[src/include/sar_ctrl_pkg.sv]
package sar_ctrl_pkg;

  // ****************************************************************
  // Converter geometry
  // ****************************************************************
  localparam int unsigned RES_BITS      = 8;
  localparam int unsigned CODE_COUNT    = 256;
  localparam int unsigned BIT_IDX_WIDTH = 3;

  // ****************************************************************
  // Timing
  // ****************************************************************
  localparam int unsigned CLK_SYS_MHZ   = 125;
  localparam int unsigned START_MIN_NS  = 100;
  // Shortest start pulse in system cycles (rounded up)
  localparam int unsigned START_MIN_CYC =
    (START_MIN_NS * CLK_SYS_MHZ + 999) / 1000;
  // Conversion rates of the two speed grades
  localparam int unsigned RATE_SLOW_KHZ = 250;
  localparam int unsigned RATE_FAST_KHZ = 500;
  // Conversion period per grade in system cycles (rounded down)
  localparam int unsigned CONV_SLOW_CYC =
    (CLK_SYS_MHZ * 1000) / RATE_SLOW_KHZ;
  localparam int unsigned CONV_FAST_CYC =
    (CLK_SYS_MHZ * 1000) / RATE_FAST_KHZ;
  // Half period of the internal bit clock: one conversion holds
  // RES_BITS bit periods plus one settling period
  localparam int unsigned HALF_SLOW_CYC =
    CONV_SLOW_CYC / ((RES_BITS + 1) * 2);
  localparam int unsigned HALF_FAST_CYC =
    CONV_FAST_CYC / ((RES_BITS + 1) * 2);
  localparam int unsigned HALF_CNT_WIDTH = 8;

  // ****************************************************************
  // Reset values
  // ****************************************************************
  localparam logic [RES_BITS-1:0] RESULT_RESET = 8'h00;
  localparam logic [RES_BITS-1:0] TRIAL_RESET  = 8'h00;

  // ****************************************************************
  // Types
  // ****************************************************************
  typedef enum logic [1:0] {
    ST_IDLE,
    ST_HOLD,
    ST_CONV
  } seq_state_type;

  typedef struct packed {
    logic [RES_BITS-1:0] data;
    logic                msb_n;
  } result_type;

  typedef struct packed {
    logic serial;
    logic clock_n;
    logic busy;
  } link_out_type;

endpackage

[src/logic/sar_conversion_control.sv]
`timescale 1ns/1ns
// Operation
// Host holds start-convert high at least 100 ns per conversion.
// Start high holds converter in reset, abandoning conversion.
// Falling edge of start begins a conversion.
// Eight parallel result bits held until next start command.
// Busy high during reset and conversion, low when result ready.
// Clock output: negative pulses gated on only during conversion.
// Serial output gives each bit decision in NRZ form.
// Each serial bit aligns with one clock output pulse.
// Unipolar: straight binary, positive true, all ones at FS-1LSB.
// Bipolar: offset binary, two's complement also available.
// Complemented MSB output turns offset binary into two's comp.
// Eight bits resolved, 256 codes.
// Two speed grades: 250 kHz or 500 kHz conversion rate.
// Range chosen by pin, not logic; coding follows it.
// One bit decided per clock pulse, MSB first to LSB.
module sar_conversion_control
  import sar_ctrl_pkg::*;
#(
  parameter int unsigned HALF_SLOW = HALF_SLOW_CYC,
  parameter int unsigned HALF_FAST = HALF_FAST_CYC
)
(
  // Clock and reset
  input  wire logic                clk_sys_in,
  input  wire logic                rst_n_in,
  // Host control
  input  wire logic                start_convert_in,
  input  wire logic                fast_grade_in,
  // Comparator decision for the current trial code
  input  wire logic                comp_above_in,
  // Trial code to the ladder
  output logic [RES_BITS-1:0]      trial_code_out,
  // Results
  output logic [RES_BITS-1:0]      result_out,
  output logic                     result_msb_n_out,
  // Status and serial link
  output logic                     busy_out,
  output logic                     serial_data_out,
  output logic                     clock_n_out
);

  // ****************************************************************
  // Input synchronisers
  // ****************************************************************
  logic [1:0] start_sync_reg;
  logic [1:0] comp_sync_reg;
  logic [1:0] grade_sync_reg;
  logic       start_last_reg;
  logic       comp_sync;
  logic       fast_grade;
  logic       start_high;
  logic       start_fall;

  // Start pin and its edge history
  always_ff @(posedge clk_sys_in)
  begin
    if (!rst_n_in)
    begin
      start_sync_reg <= 2'h0;
      start_last_reg <= 1'b0;
    end
    else
    begin
      start_sync_reg <= {start_sync_reg[0], start_convert_in};
      start_last_reg <= start_sync_reg[1];
    end
  end

  // Comparator decision
  always_ff @(posedge clk_sys_in)
  begin
    if (!rst_n_in)
    begin
      comp_sync_reg <= 2'h0;
    end
    else
    begin
      comp_sync_reg <= {comp_sync_reg[0], comp_above_in};
    end
  end

  // Speed grade strap
  always_ff @(posedge clk_sys_in)
  begin
    if (!rst_n_in)
    begin
      grade_sync_reg <= 2'h0;
    end
    else
    begin
      grade_sync_reg <= {grade_sync_reg[0], fast_grade_in};
    end
  end

  assign start_high = start_sync_reg[1];
  assign comp_sync  = comp_sync_reg[1];
  assign fast_grade = grade_sync_reg[1];
  // Begin converting once the reset pulse ends
  assign start_fall = start_last_reg && !start_sync_reg[1];

  // ****************************************************************
  // Bit clock divider
  // ****************************************************************
  logic [HALF_CNT_WIDTH-1:0] half_cnt_reg;
  logic [HALF_CNT_WIDTH-1:0] half_cnt_next;
  logic [HALF_CNT_WIDTH-1:0] half_len;
  logic                      half_tick;
  logic                      phase_reg;
  logic                      phase_next;
  logic                      fall_tick;
  logic                      rise_tick;

  // Grade picks the bit period
  assign half_len = fast_grade
                  ? HALF_CNT_WIDTH'(HALF_FAST - 1)
                  : HALF_CNT_WIDTH'(HALF_SLOW - 1);

  seq_state_type state_reg;
  seq_state_type state_next;

  assign half_tick     = (half_cnt_reg == half_len);
  assign half_cnt_next = (state_reg != ST_CONV || half_tick)
                       ? '0
                       : half_cnt_reg + HALF_CNT_WIDTH'(1);
  // Phase 0 = clock high, phase 1 = clock low
  assign phase_next = (state_reg != ST_CONV) ? 1'b0
                    : (half_tick ? !phase_reg : phase_reg);
  assign fall_tick  = (state_reg == ST_CONV) && half_tick && !phase_reg;
  assign rise_tick  = (state_reg == ST_CONV) && half_tick && phase_reg;

  // ****************************************************************
  // Sequencer
  // ****************************************************************
  logic [BIT_IDX_WIDTH-1:0] bit_idx_reg;
  logic [BIT_IDX_WIDTH-1:0] bit_idx_next;
  logic [RES_BITS-1:0]      trial_reg;
  logic [RES_BITS-1:0]      trial_next;
  logic [RES_BITS-1:0]      result_reg;
  logic [RES_BITS-1:0]      result_next;
  wire logic [RES_BITS-1:0] bit_mask;
  wire logic [RES_BITS-1:0] decided;
  logic                     decision;
  logic                     last_bit;
  logic                     serial_reg;
  logic                     serial_next;
  logic                     busy_reg;
  logic                     busy_next;
  logic                     clock_n_reg;
  logic                     clock_n_next;
  logic                     msb_n_reg;
  logic                     final_bit_reg;
  logic                     final_bit_next;

  // Range strap acts in the analog path; the comparator alone decides
  assign decision = comp_sync;
  assign last_bit = (bit_idx_reg == '0);

  // Bit under trial takes the decision; the others keep their value
  // Straight binary for unipolar, offset binary for bipolar
  for (genvar b = 0; b < RES_BITS; b++)
  begin : g_bit
    assign bit_mask[b] = (bit_idx_reg == BIT_IDX_WIDTH'(b));
    assign decided[b]  = bit_mask[b] ? decision : trial_reg[b];
  end

  always_comb
  begin
    state_next   = state_reg;
    bit_idx_next = bit_idx_reg;
    trial_next   = trial_reg;
    result_next  = result_reg;
    serial_next  = serial_reg;
    busy_next    = busy_reg;
    final_bit_next = final_bit_reg;
    case (state_reg)
      ST_IDLE:
      begin
        if (start_high)
        begin
          state_next = ST_HOLD;
          busy_next  = 1'b1;
        end
      end
      ST_HOLD:
      begin
        busy_next    = 1'b1;
        bit_idx_next = BIT_IDX_WIDTH'(RES_BITS - 1);
        trial_next   = RES_BITS'(1) << (RES_BITS - 1);
        final_bit_next = 1'b0;
        if (start_fall)
          state_next = ST_CONV;
      end
      ST_CONV:
      begin
        if (fall_tick && !start_high)
        begin
          // Decide one bit per clock pulse, MSB first
          trial_next  = decided;
          serial_next = decision;
          if (last_bit)
            final_bit_next = 1'b1;
          else
          begin
            bit_idx_next = bit_idx_reg - BIT_IDX_WIDTH'(1);
            trial_next   = decided | (bit_mask >> 1);
          end
        end
        // Finish as the clock pulse of the last decision ends
        if (rise_tick && final_bit_reg && !start_high)
        begin
          result_next = trial_reg;
          busy_next   = 1'b0;
          state_next  = ST_IDLE;
        end
      end
      default:
      begin
        state_next = ST_IDLE;
      end
    endcase
    // Start high abandons any conversion and holds reset
    if (start_high)
    begin
      state_next = ST_HOLD;
      busy_next  = 1'b1;
    end
  end

  // Clock output low during the second half of each bit period
  assign clock_n_next = !((state_reg == ST_CONV) && phase_next
                        && !start_high);

  // ****************************************************************
  // Registers
  // ****************************************************************
  // Bit clock divider
  always_ff @(posedge clk_sys_in)
  begin
    if (!rst_n_in)
    begin
      half_cnt_reg <= '0;
      phase_reg    <= 1'b0;
    end
    else
    begin
      half_cnt_reg <= half_cnt_next;
      phase_reg    <= phase_next;
    end
  end

  // Sequencer state and trial code
  always_ff @(posedge clk_sys_in)
  begin
    if (!rst_n_in)
    begin
      state_reg     <= ST_IDLE;
      bit_idx_reg   <= '0;
      trial_reg     <= TRIAL_RESET;
      final_bit_reg <= 1'b0;
    end
    else
    begin
      state_reg     <= state_next;
      bit_idx_reg   <= bit_idx_next;
      trial_reg     <= trial_next;
      final_bit_reg <= final_bit_next;
    end
  end

  // Held result and its complemented top bit
  always_ff @(posedge clk_sys_in)
  begin
    if (!rst_n_in)
    begin
      result_reg <= RESULT_RESET;
      msb_n_reg  <= 1'b1;
    end
    else
    begin
      result_reg <= result_next;
      msb_n_reg  <= !result_next[RES_BITS-1];
    end
  end

  // Status and serial link
  always_ff @(posedge clk_sys_in)
  begin
    if (!rst_n_in)
    begin
      serial_reg  <= 1'b0;
      busy_reg    <= 1'b0;
      clock_n_reg <= 1'b1;
    end
    else
    begin
      serial_reg  <= serial_next;
      busy_reg    <= busy_next;
      clock_n_reg <= clock_n_next;
    end
  end

  // ****************************************************************
  // Output words
  // ****************************************************************
  result_type   result_word;
  link_out_type link_word;

  assign result_word = '{data: result_reg, msb_n: msb_n_reg};
  assign link_word   = '{serial: serial_reg, clock_n: clock_n_reg,
                         busy: busy_reg};

  assign trial_code_out   = trial_reg;
  assign result_out       = result_word.data;
  assign result_msb_n_out = result_word.msb_n;
  assign busy_out         = link_word.busy;
  assign serial_data_out  = link_word.serial;
  assign clock_n_out      = link_word.clock_n;

endmodule // sar_conversion_control

[config.mk]
export PLATFORM = sky130hd
export DESIGN_NAME = sar_conversion_control
export DESIGN_NICKNAME = d
export VERILOG_FILES = /design/src/include/sar_ctrl_pkg.sv /design/src/logic/sar_conversion_control.sv
export SDC_FILE = /design/constraint.sdc
export NUM_CORES = 1
export LEC_CHECK = 0
export BUFFER_PORTS_ARGS = -buffer_cell sky130_fd_sc_hd__buf_2
export CAP_MARGIN = 10
export CORE_ASPECT_RATIO = 1.25
export CORE_MARGIN = 5
export CORE_UTILIZATION = 55
export CTS_BUF_LIST = sky130_fd_sc_hd__clkbuf_8
export DETAILED_ROUTE_END_ITERATION = 12
export PLACE_DENSITY = 0.77
export SLEW_MARGIN = 20
export SYNTH_ARGS = -nofsm -noshare
export SYNTH_HDL_FRONTEND = slang
export SYNTH_SLANG_ARGS = --single-unit
[constraint.sdc]
create_clock -name clk_sys_in -period 5.15 [get_ports clk_sys_in]
set_input_delay 0.515 -clock clk_sys_in [delete_from_list [all_inputs] [get_ports clk_sys_in]]
set_output_delay 0.515 -clock clk_sys_in [all_outputs]
set_load 0.01 [all_outputs]
==> flow_summary.json <==
{
  "place_area_um2": 1980,
  "stdcell_area_um2": 2070,
  "busiest_layer": "met2",
  "drtIter0Drc": 78,
  "cp_top_family": "simple AND/OR/NAND/NOR gates",
  "cp.required_ns": 5.34,
  "io_pins": 25,
  "rows": 23,
  "finalSetupViolCount": 0,
  "p_seq_share_pct": 58.2,
  "tns_ns": 0,
  "globalRouteMet1Util_pct": 20.5,
  "p_clk_share_pct": 36.4,
  "track_usage_pct": 17.9,
  "min_path_type": "in2reg",
  "grt_antenna_before_repair": 0,
  "place_hpwl_um": 2600,
  "regArea_um2": 841,
  "syn_avg_cell_area_um2": 9.26,
  "crit_buf_inv": 0,
  "fin_util_pct": 64.2,
  "switching_share_pct": 22.1,
  "yosysTopAreaCell": "dfxtp_1",
  "cts_buffers": 5,
  "clockBufferDepth": 2,
  "p_int_w": 0.000449,
  "initial_core_util_pct": 57.5,
  "clock_skew_ns": 0.00147,
  "fin_crit_sh_pct": 40.9,
  "finalNetCount": 237,
  "crit_fanout": 9,
  "fillers": 286,
  "dr_total_vias": 1443,
  "ys_warn_count": 0,
  "firstDrtPassIters": 4,
  "multiInputGateArea_um2": 931,
  "slew_violations": 0,
  "synth-seq-cells": 42,
  "clkLatencyLatePin_ns": 0.29,
  "wl_um": 3590,
  "areaGrowthSynthToFinish_pct": 11.8,
  "core_area_um2": 3220,
  "path_cells": "and4bb_1 -> o2111ai_4 -> or3_1 -> a31o_1 -> a32o_1",
  "leakage_nw": 0.869,
  "dieHeight_um": 74.9,
  "dieArea_um2": 4630,
  "antennaDiodeCount": 0,
  "h-tree-depth": 2,
  "cp.arrival_ns": 2.29,
  "worst_slack_ns": 3.04,
  "max-vdd-ir-drop_uv": 245,
  "finalHoldViolCount": 0,
  "cts.sinks": 42,
  "gr-usage-met2_pct": 29.6,
  "clk_pin_slew_ns": 0.07,
  "holdWs_ns": 0.424,
  "crit_type": "reg2reg",
  "critPathSlowestCell": "or3_1",
  "cts_setup_buffers": 0,
  "overflow": 0,
  "power_density_nw_per_um2": 278,
  "root_buffer": "clkbuf_8",
  "tightest_slew_ns": 0.658,
  "post-route-min-period_ns": 2.11,
  "cts_tree": "yes",
  "status": "completed",
  "gp_congestion": 0.834,
  "final_common_cell": "dfxtp_1",
  "ys_top_cells_by_area": "dfxtp_1 (45%), ha_1 (6.1%), nor2_1 (4.7%), mux2i_1 (4.3%), a21oi_1 (3.5%)",
  "critPathLaunchType": "flop",
  "synth_fp_nets": 214,
  "die_w_um": 61.9,
  "grt_setup_unrepaired": "no",
  "end_kind": "flop",
  "syn_inst": 200,
  "dp_slack_ns": 3.04,
  "cts-resized-gates": 0,
  "synth_cell_types": 40,
  "mostFrequentLayoutCells": "dfxtp_1 (42), buf_2 (24), nor2_1 (23), nand2_1 (16), a21oi_1 (13)",
  "synth_top_area_share_pct": 45.4,
  "power_frac_comb_pct": 5.4,
  "fmax_ghz": 0.475,
  "synth_area_um2": 1850,
  "layout-drive-gt1-share_pct": 17.4,
  "postCtsHoldBufs": 0,
  "viasPerCell": 5.53,
  "switchingPower_w": 0.000128,
  "grt_pass1_vias": 1389,
  "grt_pass1_wl_um": 6140,
  "maxCapViolCount": 0,
  "grt_max_degree": 19,
  "critical-path-max-stage-delay_ns": 0.64,
  "ys_seq_area_share_pct": 45.4,
  "postRouteAntennaNets": 0,
  "use_met3_pct": 6.17,
  "drcViolationCount": 0,
  "io_buffer_count": 24,
  "wl_per_cell_um": 13.7,
  "relSlewSlack_pct": 55.7
}
## cells in the mapped netlist, drive strengths merged
cell type   n
and4bb      2
mux2i       8
a21oi      13
or3         3
and2        7
nor3        8
nor4        1
nand2b      3
mux2        1
nor4b       3
and3        3
a31o        1
nor2       23
o311ai      1
a32o        1
xor2        4
buf         1
or4         1
inv        11
a311oi      1
a41oi       1
ha          9
nor2b       1
a211oi      2
dfxtp      42
nand4       3
o311a       1
o2111ai     1
a22oi       3
clkbuf      7
o21a        3
o21ai       4
xnor2       4
nand3       7
nand2      16
## kinds of logic after synthesis
family / Yosys count / share of synthesized area (%)
mux: 9 / 4.93
simple gates: 81 / 23.2
compound gates: 32 / 12.2
flops: 42 / 45.4
fa+ha+maj: 9 / 6.08
buf+inv: 19 / 4.32
xor+xnor: 8 / 3.78
## routing by layer
metal  wire, um  vias up
met3        207        9
met2       1780       39
met1       1520      659
met4         82        0
met5          0        -
li1           -      736
## worst register-to-register path: cells and delay by family, from the launching register on
kind	cells	cell delay, ns
AO/OA/AOI/OAI	3	0.69
flip-flops	1	0.36
AND/OR/NAND/NOR	2	0.96
## area by class of cell
| cell class | count | share of cell area, % |
|---|---|---|
| sequential | 42 | 40.6 |
| timing repair buffer | 24 | 5.80 |
| tap | 37 | 2.24 |
| clock inverter | 2 | 0.423 |
| clock buffer | 6 | 3.99 |
| multi-input combinational | 139 | 45.0 |
| inverter | 11 | 1.99 |
## through the flow
step | power [W] | std cells
6_report | 0.000576 | 261
5_1_grt | 0.000606 | 261
3_5_place_dp | 0.000374 | 253
2_1_floorplan | 0.000365 | 200
4_1_cts | 0.000586 | 261
3_3_place_gp | 0.000374 | 253
## power by group through the flow
stage / registers (W) / logic, W / clock network (W)
after floorplan: 0.000341 / 0.0000244 / 0
after global placement: 0.000343 / 0.0000309 / 0
after detailed placement: 0.000343 / 0.0000310 / 0
after CTS: 0.000335 / 0.0000315 / 0.000219
after global routing: 0.000336 / 0.0000358 / 0.000234
final: 0.000335 / 0.0000312 / 0.000210
## path summary, 6_finish.rpt
path	from	to	slack, ns	cells past startpoint
setup reg to reg	half_cnt_reg[2]$_SDFF_PP0_	state_reg[1]$_SDFFE_PP0P_	3.04	5
hold reg to reg	start_sync_reg[0]$_SDFF_PN0_	start_sync_reg[1]$_SDFF_PN0_	0.44	1
setup / recovery	half_cnt_reg[2]$_SDFF_PP0_	state_reg[1]$_SDFFE_PP0P_	3.04	5
hold / removal	comp_above_in	comp_sync_reg[0]$_SDFF_PN0_	0.42	2
(Power assumes the default switching activity.)
